===== config.mk =====
export PLATFORM = sky130hd
export DESIGN_NAME = rtec_task_end
export DESIGN_NICKNAME = d
export VERILOG_FILES = /design/src/rtl/rtec_pkg.sv /design/src/rtl/rtec_capture.sv /design/src/rtl/rtec_task_end.sv
export SDC_FILE = /design/constraint.sdc
export NUM_CORES = 1
export LEC_CHECK = 0
export BUFFER_PORTS_ARGS = -buffer_cell sky130_fd_sc_hd__buf_2
export CAP_MARGIN = 10
export CORE_UTILIZATION = 31
export CTS_BUF_LIST = sky130_fd_sc_hd__clkbuf_2
export DETAILED_ROUTE_END_ITERATION = 16
export GPL_TIMING_DRIVEN = 1
export PLACE_DENSITY = 0.59
export SYNTH_ARGS = -nofsm -noshare
export SYNTH_HDL_FRONTEND = slang
export SYNTH_SLANG_ARGS = --single-unit

===== constraint.sdc =====
create_clock -name i_clock -period 1.95 [get_ports i_clock]
set_input_delay 0 -clock i_clock [delete_from_list [all_inputs] [get_ports i_clock]]
set_output_delay 0 -clock i_clock [all_outputs]
set_load 0.05 [all_outputs]

===== src/rtl/rtec_pkg.sv =====
// Package of constants and types for the task end and capture block
package rtec_pkg;

    // ==========================================================
    // Capture selector codes
    localparam logic [1:0] CAP_OFF = 2'h0;
    localparam logic [1:0] CAP_START_ALL = 2'h1;
    localparam logic [1:0] CAP_END_ALL = 2'h2;
    localparam logic [1:0] CAP_START_FIRST = 2'h3;

    // ==========================================================
    // End cause codes
    localparam logic [7:0] END_NORMAL = 8'h00;
    localparam logic [7:0] END_SYNC_WAIT_STOPPED = 8'h01;
    localparam logic [7:0] END_SYNC_TIMEOUT = 8'h02;
    localparam logic [7:0] END_CHANNEL_BUSY = 8'h03;
    localparam logic [7:0] END_RETRY_LIMIT = 8'h04;
    localparam logic [7:0] END_STOPPED = 8'h05;
    localparam logic [7:0] END_ABORTED = 8'h06;
    localparam logic [7:0] ERR_INTERNAL_PROGRAM = 8'hff;
    localparam logic [7:0] ERR_UNKNOWN_COMMAND = 8'hfe;
    localparam logic [7:0] ERR_SEMAPHORE_UNAVAILABLE = 8'hfd;
    localparam logic [7:0] ERR_BAD_PARAMETER = 8'hfc;
    localparam logic [7:0] ERR_TX_FIFO_EMPTY = 8'hfb;
    localparam logic [7:0] ERR_RX_FIFO_OVERFULL = 8'hfa;
    localparam logic [7:0] ERR_MODULATOR_UNDERFLOW = 8'hf9;

    // ==========================================================
    // Register map (index = byte address here)
    localparam logic [3:0] ADDR_RADIO_CONFIGURATION = 4'h0;
    localparam logic [3:0] ADDR_CHANNEL = 4'h1;
    localparam logic [3:0] ADDR_TASK_END_REASON = 4'h2;
    localparam logic [3:0] ADDR_STATUS = 4'h3;
    localparam logic [3:0] ADDR_CAPTURE = 4'h4;

    // Field positions
    localparam int TX_CAPTURE_SELECT_LSB = 0;
    localparam int RX_CAPTURE_SELECT_LSB = 2;
    localparam int KEEP_SYNTH_BIT = 7;
    localparam int CHAN_FREQ_LSB = 0;
    localparam logic [6:0] FREQ_KEEP = 7'h7f;

    // Reset values
    localparam logic [7:0] RADIO_CONF_RESET = 8'h00;
    localparam logic [7:0] CHANNEL_RESET = 8'h00;
    localparam logic [7:0] END_REASON_RESET = 8'h00;

    // ==========================================================
    // Task end requests from the sequencer
    typedef enum logic [3:0] {
        RTEC_FIN_NORMAL,
        RTEC_FIN_SYNC_STOP,
        RTEC_FIN_SYNC_TIMEOUT,
        RTEC_FIN_BUSY,
        RTEC_FIN_RETRY,
        RTEC_FIN_STOP,
        RTEC_FIN_INTERNAL,
        RTEC_FIN_BAD_CMD,
        RTEC_FIN_SEM,
        RTEC_FIN_PARAM,
        RTEC_FIN_TXFIFO,
        RTEC_FIN_RXFIFO,
        RTEC_FIN_MODUNF
    } rtec_fin_t;

    typedef enum logic [1:0] {
        RTEC_IDLE,
        RTEC_RUN,
        RTEC_HALT
    } rtec_state_t;

    // Packet events from the radio datapath
    typedef struct packed {
        logic tx_sync;
        logic tx_end;
        logic rx_sync;
        logic rx_end;
    } rtec_pkt_t;

    // Register port
    typedef struct packed {
        logic [3:0] addr;
        logic [7:0] wdata;
        logic wr;
        logic rd;
    } rtec_bus_t;

endpackage : rtec_pkg


===== src/rtl/rtec_capture.sv =====
// Per-direction capture decision for packet timestamps
`timescale 1ns/100ps
module rtec_capture (
    input wire logic i_clock,
    input wire logic i_nrst,
    input wire logic [1:0] i_select,
    input wire logic i_task_start,
    input wire logic i_sync,
    input wire logic i_end,
    output logic o_fire
);
    // ==========================================================
    // State
    typedef struct packed {
        logic first_done;
        logic fire;
    } rtec_cap_state_t;

    rtec_cap_state_t st_reg;
    rtec_cap_state_t st_next;

    always_comb begin
        st_next = st_reg;
        st_next.fire = 1'b0;
        // Rearm first, so a packet end in the same cycle still closes
        if (i_task_start) begin
            st_next.first_done = 1'b0;
        end
        unique case (i_select)
            rtec_pkg::CAP_OFF: st_next.fire = 1'b0;
            rtec_pkg::CAP_START_ALL: st_next.fire = i_sync;
            rtec_pkg::CAP_END_ALL: st_next.fire = i_end;
            rtec_pkg::CAP_START_FIRST: begin
                // Closes only on packet end, start stays armed until then
                st_next.fire = i_sync && !st_reg.first_done;
                if (i_end) begin
                    st_next.first_done = 1'b1;
                end
            end
        endcase
    end

    always_ff @(posedge i_clock or negedge i_nrst) begin
        if (!i_nrst) begin
            st_reg <= '0;
        end else begin
            st_reg <= st_next;
        end
    end

    assign o_fire = st_reg.fire;
endmodule : rtec_capture


===== src/rtl/rtec_task_end.sv =====
// Task end, end cause and packet timestamp capture of the link engine
`timescale 1ns/100ps
module rtec_task_end #(
    parameter int TIMER_W = 24
) (
    input wire logic i_clock,
    input wire logic i_nrst,
    input wire rtec_pkg::rtec_bus_t i_bus,
    output logic [7:0] o_rdata,
    input wire logic i_task_start,
    input wire logic i_halt_cmd,
    input wire logic i_unknown_cmd,
    input wire logic i_finish,
    input wire rtec_pkg::rtec_fin_t i_finish_cause,
    input wire logic i_packet_active,
    input wire rtec_pkg::rtec_pkt_t i_pkt,
    input wire logic [TIMER_W-1:0] i_timer,
    output logic o_running,
    output logic o_sem0_held,
    output logic o_sem1_held,
    output logic o_synth_on,
    output logic o_program_freq,
    output logic o_task_finished_irq,
    output logic o_packet_abort_irq,
    output logic [TIMER_W-1:0] o_capture
);
    // ==========================================================
    // Parameter checks
    initial begin
        if (TIMER_W < 1 || TIMER_W > 32) begin
            $error("TIMER_W must be 1 to 32");
        end
    end

    // ==========================================================
    // State
    typedef struct packed {
        rtec_pkg::rtec_state_t state;
        logic run;
        logic [7:0] radio_configuration;
        logic [7:0] channel;
        logic [7:0] task_end_reason;
        logic sem0;
        logic sem1;
        logic synth;
        logic prog;
        logic done_irq;
        logic abort_irq;
        logic [TIMER_W-1:0] capture;
        logic [7:0] rdata;
    } rtec_state_st_t;

    rtec_state_st_t st_reg;
    rtec_state_st_t st_next;

    logic tx_fire;
    logic rx_fire;
    logic abort_now;
    logic [7:0] fin_code;
    logic [TIMER_W-1:0] tx_stamp_reg;
    logic [TIMER_W-1:0] rx_stamp_reg;

    // ==========================================================
    // Capture units, one per direction
    rtec_capture u_tx_cap (
        .i_clock(i_clock),
        .i_nrst(i_nrst),
        .i_select(st_reg.radio_configuration[rtec_pkg::TX_CAPTURE_SELECT_LSB +: 2]),
        .i_task_start(i_task_start),
        .i_sync(i_pkt.tx_sync),
        .i_end(i_pkt.tx_end),
        .o_fire(tx_fire)
    );

    rtec_capture u_rx_cap (
        .i_clock(i_clock),
        .i_nrst(i_nrst),
        .i_select(st_reg.radio_configuration[rtec_pkg::RX_CAPTURE_SELECT_LSB +: 2]),
        .i_task_start(i_task_start),
        .i_sync(i_pkt.rx_sync),
        .i_end(i_pkt.rx_end),
        .o_fire(rx_fire)
    );

    // Timer sampled at the event, stored a cycle later with the fire
    always_ff @(posedge i_clock or negedge i_nrst) begin
        if (!i_nrst) begin
            tx_stamp_reg <= '0;
            rx_stamp_reg <= '0;
        end else begin
            tx_stamp_reg <= i_timer;
            rx_stamp_reg <= i_timer;
        end
    end

    assign abort_now = st_reg.state == rtec_pkg::RTEC_RUN &&
        (i_halt_cmd || i_unknown_cmd || i_task_start);

    // ==========================================================
    // End cause encoding
    always_comb begin
        unique case (i_finish_cause)
            rtec_pkg::RTEC_FIN_NORMAL: fin_code = rtec_pkg::END_NORMAL;
            rtec_pkg::RTEC_FIN_SYNC_STOP:
                fin_code = rtec_pkg::END_SYNC_WAIT_STOPPED;
            rtec_pkg::RTEC_FIN_SYNC_TIMEOUT:
                fin_code = rtec_pkg::END_SYNC_TIMEOUT;
            rtec_pkg::RTEC_FIN_BUSY:
                fin_code = rtec_pkg::END_CHANNEL_BUSY;
            rtec_pkg::RTEC_FIN_RETRY:
                fin_code = rtec_pkg::END_RETRY_LIMIT;
            rtec_pkg::RTEC_FIN_STOP:
                fin_code = rtec_pkg::END_STOPPED;
            rtec_pkg::RTEC_FIN_INTERNAL:
                fin_code = rtec_pkg::ERR_INTERNAL_PROGRAM;
            rtec_pkg::RTEC_FIN_BAD_CMD:
                fin_code = rtec_pkg::ERR_UNKNOWN_COMMAND;
            rtec_pkg::RTEC_FIN_SEM:
                fin_code = rtec_pkg::ERR_SEMAPHORE_UNAVAILABLE;
            rtec_pkg::RTEC_FIN_PARAM:
                fin_code = rtec_pkg::ERR_BAD_PARAMETER;
            rtec_pkg::RTEC_FIN_TXFIFO:
                fin_code = rtec_pkg::ERR_TX_FIFO_EMPTY;
            rtec_pkg::RTEC_FIN_RXFIFO:
                fin_code = rtec_pkg::ERR_RX_FIFO_OVERFULL;
            rtec_pkg::RTEC_FIN_MODUNF:
                fin_code = rtec_pkg::ERR_MODULATOR_UNDERFLOW;
            // Illegal encodings count as an internal fault
            default: fin_code = rtec_pkg::ERR_INTERNAL_PROGRAM;
        endcase
    end

    // ==========================================================
    // Next state
    always_comb begin
        st_next = st_reg;
        st_next.done_irq = 1'b0;
        st_next.abort_irq = 1'b0;
        st_next.prog = 1'b0;
        st_next.rdata = 8'h00;
        // Single stored value, direction not recorded
        if (tx_fire) begin
            st_next.capture = tx_stamp_reg;
        end
        if (rx_fire) begin
            st_next.capture = rx_stamp_reg;
        end
        unique case (st_reg.state)
            rtec_pkg::RTEC_IDLE, rtec_pkg::RTEC_HALT: begin
                if (i_task_start) begin
                    st_next.state = rtec_pkg::RTEC_RUN;
                    st_next.sem0 = 1'b1;
                    st_next.sem1 = 1'b1;
                    st_next.synth = 1'b1;
                    // Index 127 keeps the running synthesizer setting
                    st_next.prog = st_reg.channel[6:0] !=
                        rtec_pkg::FREQ_KEEP;
                end
                if (i_halt_cmd) begin
                    st_next.synth = 1'b0;
                end
            end
            rtec_pkg::RTEC_RUN: begin
                if (abort_now) begin
                    st_next.task_end_reason = rtec_pkg::END_ABORTED;
                    st_next.abort_irq = i_packet_active;
                end else if (i_finish) begin
                    st_next.task_end_reason = fin_code;
                end
                if (abort_now || i_finish) begin
                    st_next.state = rtec_pkg::RTEC_HALT;
                    st_next.sem0 = 1'b0;
                    st_next.sem1 = 1'b0;
                    st_next.done_irq = 1'b1;
                    st_next.synth = !i_halt_cmd &&
                        st_reg.channel[rtec_pkg::KEEP_SYNTH_BIT];
                end
            end
            default: st_next.state = rtec_pkg::RTEC_IDLE;
        endcase
        // Registered copy keeps the running output straight from a flop
        st_next.run = st_next.state == rtec_pkg::RTEC_RUN;
        // Register port
        if (i_bus.wr) begin
            if (i_bus.addr == rtec_pkg::ADDR_RADIO_CONFIGURATION) begin
                st_next.radio_configuration = i_bus.wdata;
            end
            if (i_bus.addr == rtec_pkg::ADDR_CHANNEL) begin
                st_next.channel = i_bus.wdata;
            end
        end
        if (i_bus.rd) begin
            unique case (i_bus.addr)
                rtec_pkg::ADDR_RADIO_CONFIGURATION:
                    st_next.rdata = st_reg.radio_configuration;
                rtec_pkg::ADDR_CHANNEL: st_next.rdata = st_reg.channel;
                rtec_pkg::ADDR_TASK_END_REASON:
                    st_next.rdata = st_reg.task_end_reason;
                rtec_pkg::ADDR_STATUS:
                    st_next.rdata = {5'h00, st_reg.synth,
                        st_reg.state == rtec_pkg::RTEC_RUN,
                        st_reg.state != rtec_pkg::RTEC_RUN};
                // Low byte only; wider timer read via o_capture
                rtec_pkg::ADDR_CAPTURE: st_next.rdata = 8'(st_reg.capture);
                default: st_next.rdata = 8'h00;
            endcase
        end
    end

    always_ff @(posedge i_clock or negedge i_nrst) begin
        if (!i_nrst) begin
            st_reg <= '0;
            st_reg.state <= rtec_pkg::RTEC_IDLE;
            st_reg.radio_configuration <= rtec_pkg::RADIO_CONF_RESET;
            st_reg.channel <= rtec_pkg::CHANNEL_RESET;
            st_reg.task_end_reason <= rtec_pkg::END_REASON_RESET;
        end else begin
            st_reg <= st_next;
        end
    end

    assign o_rdata = st_reg.rdata;
    assign o_running = st_reg.run;
    assign o_sem0_held = st_reg.sem0;
    assign o_sem1_held = st_reg.sem1;
    assign o_synth_on = st_reg.synth;
    assign o_program_freq = st_reg.prog;
    assign o_task_finished_irq = st_reg.done_irq;
    assign o_packet_abort_irq = st_reg.abort_irq;
    assign o_capture = st_reg.capture;
endmodule : rtec_task_end


==> results.py, run 1 <==
metrics = {
    "status": {
        "status": "finished clean",
    },
    "floorplanning": {
        "rows": 39,
        "die_w_um": 111,
        "core-area_mm2": 0.0115,
        "die_area_mm2": 0.0122,
        "die_h_um": 111,
        "io_pins": 92,
        "initial_core_util_pct": 31.9,
    },
    "sta": {
        "maxSlewViolCount": 0,
        "max_freq_mhz": 542,
        "setup_violations": 0,
        "hold_violations": 0,
        "tightest_slew_ns": 0.679,
        "timing.final.crit_share_pct": 94.6,
        "setup_ws_ns": 0.106,
        "tns_ns": 0,
        "relSlewSlack_pct": 54.6,
        "min_period_ns": 1.84,
        "finalHoldWorstSlack_ns": 0.0785,
        "clock_skew_ns": 0.0245,
        "rsz0062_at_grt": "no",
    },
    "setup_path": {
        "slowest_stage": "dlygate4sd3_1",
        "cp_max_fo": 13,
        "critPathRequiredTime_ns": 2.41,
        "worstReg2RegStart": "st_reg[63]$_DFF_PN0_",
        "worst_setup_path_end_kind": "flip-flop",
        "path_cells": "dlygate4sd3_1 -> buf_2 -> nor2_2 -> nand3_2 -> mux2_2 -> dlygate4sd3_1",
        "path_common_cell": "dlygate4sd3_1",
        "path_class": "input port to flip-flop",
        "critPathLaunch": "i_bus[12]",
        "rr_worst_depth": 3,
        "cpPeakStageDelay_ns": 0.55,
        "worstSetupStartpointType": "input port",
        "cp.arrival_ns": 2.30,
    },
    "final_layout": {
        "nets": 459,
        "fin_area_mm2": 0.00484,
        "drive_above_1_share_pct": 41.0,
        "post-route-util_pct": 42.2,
        "area_growth_pct": 32.1,
        "n_antenna_cell": 0,
    },
    "clock_tree": {
        "htree_levels": 3,
        "clock_latency_ns": 0.55,
        "clk_pin_slew_ns": 0.21,
        "cts_setup_buffers": 0,
        "clock-root-buffer": "clkbuf_2",
        "cts.path.max_buffers": 2,
        "cts_tree": "built",
        "cts_buffers": 9,
        "cts_num_sinks": 88,
    },
    "place": {
        "place_ws_ns": 0.404,
        "gp_congestion": 0.772,
        "portBuffers": 91,
        "hpwlAfterDp_um": 5320,
        "dpl_cell_area_mm2": 0.00404,
    },
    "global_route": {
        "grt_max_degree": 49,
        "grt_pass1_vias": 2572,
        "globalRouteTotalUtil_pct": 13.9,
        "grt-ovfl-total": 0,
        "grt_first_pass_wirelength_um": 13100,
        "antenna_found_initial": 0,
    },
    "synth": {
        "synth_top_area_share_pct": 60.2,
        "async_reset_ff_share_pct": 100,
        "synth.avg_cell_area_um2": 13.5,
        "synthTopCellsByArea": "dfrtp_1 60%, mux2_2 15%, buf_4 6.8%",
        "synth-edff-count": 0,
        "ys_seq_elements": 88,
        "synthCells": 271,
        "ys_types": 42,
        "synthTopCellsByCount": "88 x dfrtp_1, 49 x mux2_2, 33 x buf_4",
        "postSynthNetCount": 325,
        "yosysWarnings": 0,
        "synth_top_area_cell": "dfrtp_1",
        "syn_area_mm2": 0.00366,
        "seq_area_frac_synth_pct": 60.2,
        "yosysMostFrequentCell": "dfrtp_1",
        "synth_ff_type": "dfrtp_1",
    },
    "routing": {
        "first_pass_iters": 4,
        "viasPerCell": 4.47,
        "drt_first_iter_violations": 66,
        "wl_per_cell_um": 14.3,
        "wl_um": 7880,
        "vias": 2472,
        "remaining_drc_errors": 0,
        "antenna_left": 0,
    },
    "power": {
        "p_int_w": 0.00299,
        "pwr-share-comb_pct": 37.1,
        "clockPowerShare_pct": 15.3,
        "cellPowerDensity_mw_per_mm2": 1030,
        "leakage_nw": 2.24,
        "ir_worst_vdd_v": 0.000483,
        "switching_power_w": 0.00197,
        "p_sw_share_pct": 39.7,
        "seqPwrFrac_pct": 47.6,
    },
    "worst_hold_path": {
        "hold_path_depth": 2,
        "hp-class": "input port to flip-flop",
        "min_from": "i_timer[3]",
    },
    "flow_run": {
        "max_cap_violations": 0,
    },
}
-- per-layer routing --
layer | up-vias | global-route usage [%] | part of all wire (%)
met4 | 0 | 7.56 | 2.5
met1 | 1194 | 17.9 | 46
met5 | - | 0 | 0
met2 | 70 | 21.7 | 47
met3 | 16 | 3.12 | 4.5
li1 | 1192 | - | -
-- final timing paths --
check	slack [ns]	endpoint
min in group asynchronous	0.48	o_sem0_held$_DFFE_PN0P_
min reg2reg	0.50	o_capture[18]$_DFFE_PN0P_
max in group asynchronous	1.22	st_reg[51]$_DFFE_PN0P_
max	0.11	st_reg[57]$_DFFE_PN0P_
min	0.08	rx_stamp_reg[3]$_DFF_PN0_
max reg2reg	0.34	st_reg[39]$_DFFE_PN0P_
-- worst max-delay path: cells and delay by family --
kind                   cells  cell delay (ns)
buffers and inverters      3             1.31
AND/OR/NAND/NOR            2             0.64
multiplexers               1             0.34
-- cells in the final DEF, fill, tap and decap left out, types with 4 or more instances in the layout --
cell and instances:
nand3b_1 4, nand3_1 8, o21ai_0 11, clkbuf_2 11, inv_1 4, a22oi_1 4, nor2b_1 4, mux2_2 49
nand2_1 7, dfrtp_1 88, clkinv_2 4, buf_2 89, dlygate4sd3_1 69, nor2_1 4, and3b_1 4, a21oi_1 9
-- power groups by stage --
stage | clock network [W] | logic, W | registers [W]
3_5_place_dp | 0 | 0.00170 | 0.00241
5_1_grt | 0.000878 | 0.00195 | 0.00242
3_3_place_gp | 0 | 0.00167 | 0.00239
4_1_cts | 0.000812 | 0.00186 | 0.00237
6_report | 0.000761 | 0.00184 | 0.00236
2_1_floorplan | 0 | 0.00153 | 0.00238
-- cells by family after synthesis --
family / Yosys count / share of synthesized area, %
AOI/OAI and AO/OA: 37 / 6.43
adders and majority gates: 1 / 0.342
buffers and inverters: 45 / 8.48
DFF: 88 / 60.2
muxes: 51 / 15.6
and+or+nand+nor: 49 / 8.99
-- final cells by class --
class | instances | area, um2
timing repair buffer | 163 | 1200
multi-input combinational | 138 | 1160
inverter | 5 | 21.3
sequential | 88 | 2200
clock buffer | 11 | 55.1
tap | 143 | 179
clock inverter | 5 | 23.8
fill | 1102 | 6630
-- timing repair --
action | in CTS | in global routing
endpoints found under the hold margin | 152 | 0
hold buffers | 71 | 0
resized for setup | 0 | 2
endpoints found under the setup margin | 0 | 1
-- metrics by stage --
stage	cells	total power, W
floorplan	271	0.00391
global placement	467	0.00407
detailed placement	467	0.00410
CTS	554	0.00504
global route	553	0.00525
finish	553	0.00497
No activity file was read; power rests on OpenSTA's default activity.
==> run 2, diff against run 1 <==
==> constraint.sdc (replaced) <==
create_clock -name i_clock -period 1.8 [get_ports i_clock]
set_input_delay 0 -clock i_clock [delete_from_list [all_inputs] [get_ports i_clock]]
set_output_delay 0 -clock i_clock [all_outputs]
set_load 0.05 [all_outputs]
==> run 2 against run 1 <==
Total power grew 14%; clock power grew 45%; sequential cell count is the same; clock skew grew 0.0010 ns; cell count grew 0.36%; critical endpoint is now st_reg[40]$_DFFE_PN0P_; largest power group unchanged; via count grew 0.97%; critical path depth grew 1; non-clock buffer count grew 2; global-route usage grew 0.16 points.
==> results.py, run 2 (synthesis gave the netlist of run 1 again) <==
metrics = {
    "floorplanning": {
        "die_area_mm2": 0.0122,
        "die_h_um": 111,
        "initial_core_util_pct": 31.9,
        "rows": 39,
        "core-area_mm2": 0.0115,
        "io_pins": 92,
        "die_w_um": 111,
    },
    "power": {
        "switching_power_w": 0.00214,
        "p_int_w": 0.00351,
        "pwr-share-comb_pct": 35.1,
        "ir_worst_vdd_v": 0.000672,
        "clockPowerShare_pct": 19.5,
        "leakage_nw": 2.26,
        "p_sw_share_pct": 37.9,
        "cellPowerDensity_mw_per_mm2": 1150,
        "seqPwrFrac_pct": 45.4,
    },
    "routing": {
        "drt_first_iter_violations": 75,
        "vias": 2496,
        "antenna_left": 0,
        "viasPerCell": 4.50,
        "first_pass_iters": 4,
        "wl_per_cell_um": 14.4,
        "wl_um": 8020,
        "remaining_drc_errors": 0,
    },
    "clock_tree": {
        "clock_latency_ns": 0.52,
        "htree_levels": 3,
        "cts.path.max_buffers": 2,
        "cts_tree": "built",
        "cts_num_sinks": 88,
        "cts_buffers": 9,
        "clock-root-buffer": "clkbuf_2",
        "clk_pin_slew_ns": 0.22,
    },
    "status": {
        "status": "finished clean",
    },
    "final_layout": {
        "multiInputGateArea_mm2": 0.00116,
        "area_growth_pct": 34.0,
        "seq_area_mm2": 0.00220,
        "nets": 461,
        "n_antenna_cell": 0,
        "layout_common_cells": "90 x buf_2, 88 x dfrtp_1, 68 x dlygate4sd3_1",
        "final_common_cell": "buf_2",
        "drive_above_1_share_pct": 41.3,
        "fin_cells": 555,
        "fillerInstances": 1078,
    },
    "sta": {
        "tns_ns": 0,
        "setup_violations": 0,
        "relSlewSlack_pct": 68.0,
        "tightest_slew_ns": 0.479,
        "rsz0062_at_grt": "no",
        "min_period_ns": 1.73,
        "max_freq_mhz": 578,
        "hold_violations": 0,
        "maxSlewViolCount": 0,
        "clock_skew_ns": 0.0255,
        "timing.final.crit_share_pct": 96.1,
    },
    "place": {
        "gp_congestion": 0.753,
        "hpwlAfterDp_um": 5500,
        "dp_cells": 469,
        "portBuffers": 91,
    },
    "global_route": {
        "grt_max_degree": 35,
        "antenna_found_initial": 0,
        "grt_pass1_vias": 2687,
        "globalRouteTotalUtil_pct": 14.0,
        "grt_first_pass_wirelength_um": 13300,
        "grt-ovfl-total": 0,
    },
    "flow_run": {
        "max_cap_violations": 0,
    },
    "setup_path": {
        "path_cells": "dlygate4sd3_1 -> buf_2 -> nand3_1 -> dlygate4sd3_1 -> o21ai_0 -> dlygate4sd3_1 -> a41oi_1",
        "slowest_stage": "dlygate4sd3_1",
        "path_delay_family": "buffers and inverters",
        "path_class": "input port to flip-flop",
        "critPathRequiredTime_ns": 2.26,
        "path_common_cell": "dlygate4sd3_1",
        "cpPeakStageDelay_ns": 0.57,
        "critical_path_buf_inv_count": 4,
        "worst_setup_path_end_kind": "flip-flop",
        "cp.arrival_ns": 2.19,
        "worstSetupStartpointType": "input port",
        "cp_max_fo": 6,
    },
    "worst_hold_path": {
        "hp-class": "input port to flip-flop",
    },
}
-- run 2: per-layer routing --
layer	vias up	track usage, %	share of wire (%)
met1	1217	17.5	45
met4	0	7.47	2.1
li1	1202	-	-
met2	64	22.9	50
met3	13	2.84	3.4
met5	-	0	0
-- run 2: cell type report --
cell class / count / area share, %
Multi-Input combinational cell: 138 / 23.6
Sequential cell: 88 / 44.9
Inverter: 5 / 0.434
Tap cell: 143 / 3.65
Clock buffer: 10 / 1.02
Clock inverter: 6 / 1.71
Timing Repair Buffer: 165 / 24.6
-- run 2: path summary, 6_finish.rpt --
path                                            start                            to  slack (ns)  depth (start not counted)
min in group asynchronous                      i_nrst    rx_stamp_reg[17]$_DFF_PN0_        0.50                          4
setup reg to reg               st_reg[44]$_DFFE_PN0P_          o_rdata[6]$_DFF_PN0_        0.11                          4
setup / recovery                    i_finish_cause[3]        st_reg[40]$_DFFE_PN0P_        0.07                          7
hold reg to reg            rx_stamp_reg[20]$_DFF_PN0_     o_capture[20]$_DFFE_PN0P_        0.49                          1
hold / removal                              i_bus[12]          o_rdata[2]$_DFF_PN0_        0.06                          4
max in group asynchronous                      i_nrst  u_tx_cap.st_reg[1]$_DFF_PN0_        0.93                          4
-- run 2: power groups by stage --
stage                     Clock, W  Sequential (W)  Combinational [W]
after floorplan                  0         0.00258            0.00166
after global placement           0         0.00259            0.00182
after detailed placement         0         0.00261            0.00185
after CTS                  0.00117         0.00257            0.00200
after global routing       0.00126         0.00262            0.00209
final                      0.00110         0.00256            0.00198
-- run 2: tightest hold or removal path: cells and delay by family --
kind            cells  cell delay [ns]
buf+inv             1             0.28
simple gates        2             0.20
compound gates      1             0.07
-- run 2: metrics by stage --
stage | util (%) | hold WS (ns) | area, um2 | worst slack, ns | total power [W]
2_1_floorplan | - | -0.296 | 3660 | 0.457 | 0.00424
5_1_grt | 42.8 | 0.00131 | 4900 | 0.00315 | 0.00597
3_5_place_dp | 35.4 | -0.0354 | 4050 | 0.433 | 0.00446
4_1_cts | 42.5 | 0.0177 | 4880 | 0.0394 | 0.00574
6_report | 42.8 | 0.0592 | 4900 | 0.0704 | 0.00565
3_3_place_gp | 35.4 | -0.0399 | 4050 | 0.440 | 0.00442
-- run 2: timing repair --
action                                  4_1_cts  5_1_grt
hold buffers                                 68        1
endpoints found under the setup margin        0        9
resized for setup                             0        2
endpoints found under the hold margin       152        1
setup buffers                                 0        1
==> run 3, diff against run 2 <==
--- a/config.mk
+++ b/config.mk
@@ -5,13 +5,13 @@
 export SDC_FILE = /design/constraint.sdc
 export NUM_CORES = 1
 export LEC_CHECK = 0
-export BUFFER_PORTS_ARGS = -buffer_cell sky130_fd_sc_hd__buf_2
 export CAP_MARGIN = 10
 export CORE_UTILIZATION = 31
 export CTS_BUF_LIST = sky130_fd_sc_hd__clkbuf_2
 export DETAILED_ROUTE_END_ITERATION = 16
+export DONT_BUFFER_PORTS = 1
 export GPL_TIMING_DRIVEN = 1
-export PLACE_DENSITY = 0.59
+export PLACE_DENSITY = 0.53
 export SYNTH_ARGS = -nofsm -noshare
 export SYNTH_HDL_FRONTEND = slang
 export SYNTH_SLANG_ARGS = --single-unit
==> run 3 against run 2 <==
Wire length up 0.14%; clock power down 28%; largest cell class unchanged; first-iteration DRC count down 9.3%; sequential share of layout area up 2.3 points; die area unchanged; setup slack better by 0.025 ns; register-to-register slack about the same; largest power group unchanged.
==> results.py, run 3 (synthesis gave the netlist of run 1 again) <==
metrics = {
    "status": {
        "status": "finished clean",
    },
    "global_route": {
        "grt_pass1_vias": 2485,
        "grt_first_pass_wirelength_um": 13300,
        "grt-ovfl-total": 0,
        "grt_max_degree": 89,
        "globalRouteTotalUtil_pct": 14.4,
        "antenna_found_initial": 2,
    },
    "sta": {
        "hold_violations": 0,
        "max_freq_mhz": 587,
        "relSlewSlack_pct": 62.9,
        "setup_violations": 0,
        "min_period_ns": 1.70,
        "timing.final.crit_share_pct": 94.7,
        "clock_skew_ns": 0.0336,
        "maxSlewViolCount": 0,
        "tightest_slew_ns": 0.557,
        "tns_ns": 0,
        "rsz0062_at_grt": "no",
    },
    "final_layout": {
        "final_common_cell": "dlygate4sd3_1",
        "layout_common_cells": "91 x dlygate4sd3_1, 88 x dfrtp_1, 49 x mux2_2",
        "area_growth_pct": 27.5,
        "drive_above_1_share_pct": 24.1,
        "multiInputGateArea_mm2": 0.00116,
        "fillerInstances": 1069,
        "seq_area_mm2": 0.00220,
        "nets": 400,
    },
    "routing": {
        "wl_per_cell_um": 16.2,
        "first_pass_iters": 4,
        "viasPerCell": 4.67,
        "antenna_left": 0,
        "wl_um": 8030,
        "vias": 2306,
        "drt_first_iter_violations": 68,
        "remaining_drc_errors": 0,
    },
    "setup_path": {
        "cpPeakStageDelay_ns": 0.57,
        "critical_path_buf_inv_count": 1,
        "slowest_stage": "dlygate4sd3_1",
        "path_class": "flip-flop to flip-flop",
        "worstSetupStartpointType": "flip-flop",
        "path_cells": "mux2i_1 -> or4_1 -> dlygate4sd3_1 -> a21oi_1",
        "critPathRequiredTime_ns": 2.30,
        "cp_max_fo": 3,
        "cp.arrival_ns": 2.21,
        "worst_setup_path_end_kind": "flip-flop",
        "path_delay_family": "buffers and inverters",
    },
    "power": {
        "leakage_nw": 1.98,
        "ir_worst_vdd_v": 0.000582,
        "cellPowerDensity_mw_per_mm2": 1110,
        "finalPower_w": 0.00518,
    },
    "floorplanning": {
        "initial_core_util_pct": 31.9,
        "core-area_mm2": 0.0115,
        "rows": 39,
        "die_w_um": 111,
        "die_area_mm2": 0.0122,
        "io_pins": 92,
        "die_h_um": 111,
    },
    "clock_tree": {
        "cts_num_sinks": 88,
        "cts_tree": "built",
        "clock-root-buffer": "clkbuf_2",
        "clock_latency_ns": 0.57,
        "clk_pin_slew_ns": 0.21,
        "cts_buffers": 9,
        "htree_levels": 3,
        "cts.path.max_buffers": 2,
    },
    "place": {
        "gp_congestion": 0.764,
        "hpwlAfterDp_um": 5170,
        "portBuffers": 0,
    },
    "flow_run": {
        "max_cap_violations": 0,
    },
    "worst_hold_path": {
        "hp-class": "input port to flip-flop",
    },
}
-- run 3: final timing paths --
path	depth (start not counted)	slack, ns	endpoint	startpoint
max in group asynchronous	3	0.95	o_rdata[7]$_DFF_PN0_	i_nrst
max	4	0.1	o_rdata[6]$_DFF_PN0_	st_reg[44]$_DFFE_PN0P_
min reg2reg	1	0.50	o_capture[3]$_DFFE_PN0P_	rx_stamp_reg[3]$_DFF_PN0_
min	3	0.1	o_rdata[1]$_DFF_PN0_	i_bus[11]
max reg2reg	4	0.1	o_rdata[6]$_DFF_PN0_	st_reg[44]$_DFFE_PN0P_
min in group asynchronous	3	0.51	o_capture[19]$_DFFE_PN0P_	i_nrst
-- run 3: tightest hold or removal path, delay by kind of cell --
kind / cells / cell delay, ns
AOI/OAI and AO/OA: 1 / 0.08
buffers and inverters: 1 / 0.41
and+or+nand+nor: 1 / 0.15
-- run 3: through the flow --
stage               std cells  hold slack [ns]  utilization, %  setup WS [ns]  area [um2]
finish                    494           0.0972            40.7         0.0958        4670
global route              494           0.0327            40.7         0.0129        4670
CTS                       491           0.0467            40.5         0.0296        4650
detailed placement        384           -0.294            31.6          0.433        3630
global placement          384           -0.294            31.6          0.500        3630
floorplan                 271           -0.296               -          0.457        3660
-- run 3: final cells by class --
class	count	share of cell area (%)
clock buffers	12	1.29
repair buffers	104	22.1
inverters	5	0.456
clock inverters	2	0.188
flip-flops and latches	88	47.2
multi-input cells	138	24.8
well taps	143	3.83
diodes	2	0.107
-- run 3: repair_timing --
| action | CTS | global route |
|---|---|---|
| gates resized for setup | 0 | 3 |
| buffers inserted | 0 | 1 |
| endpoints found under the hold margin | 152 | 0 |
| endpoints found under the setup margin | 0 | 9 |
| hold buffers | 93 | 0 |
-- run 3: layer usage --
layer / share of wire [%] / wire length, um / global-route usage (%) / vias to the layer above
li1: - / - / - / 1085
met1: 44 / 3510 / 17.8 / 1143
met2: 47 / 3810 / 22.3 / 68
met3: 7.4 / 597 / 6.34 / 10
met4: 1.3 / 108 / 5.16 / 0
met5: 0 / 0 / 0 / -
-- run 3: report_power, final --
group / internal, W / leakage (nW) / switching (W)
clock: 0.000178 / 0.0553 / 0.000613
sequential: 0.00233 / 1.07 / 0.000852
combinational: 0.000610 / 0.860 / 0.000597
total: 0.00311 / 1.98 / 0.00206
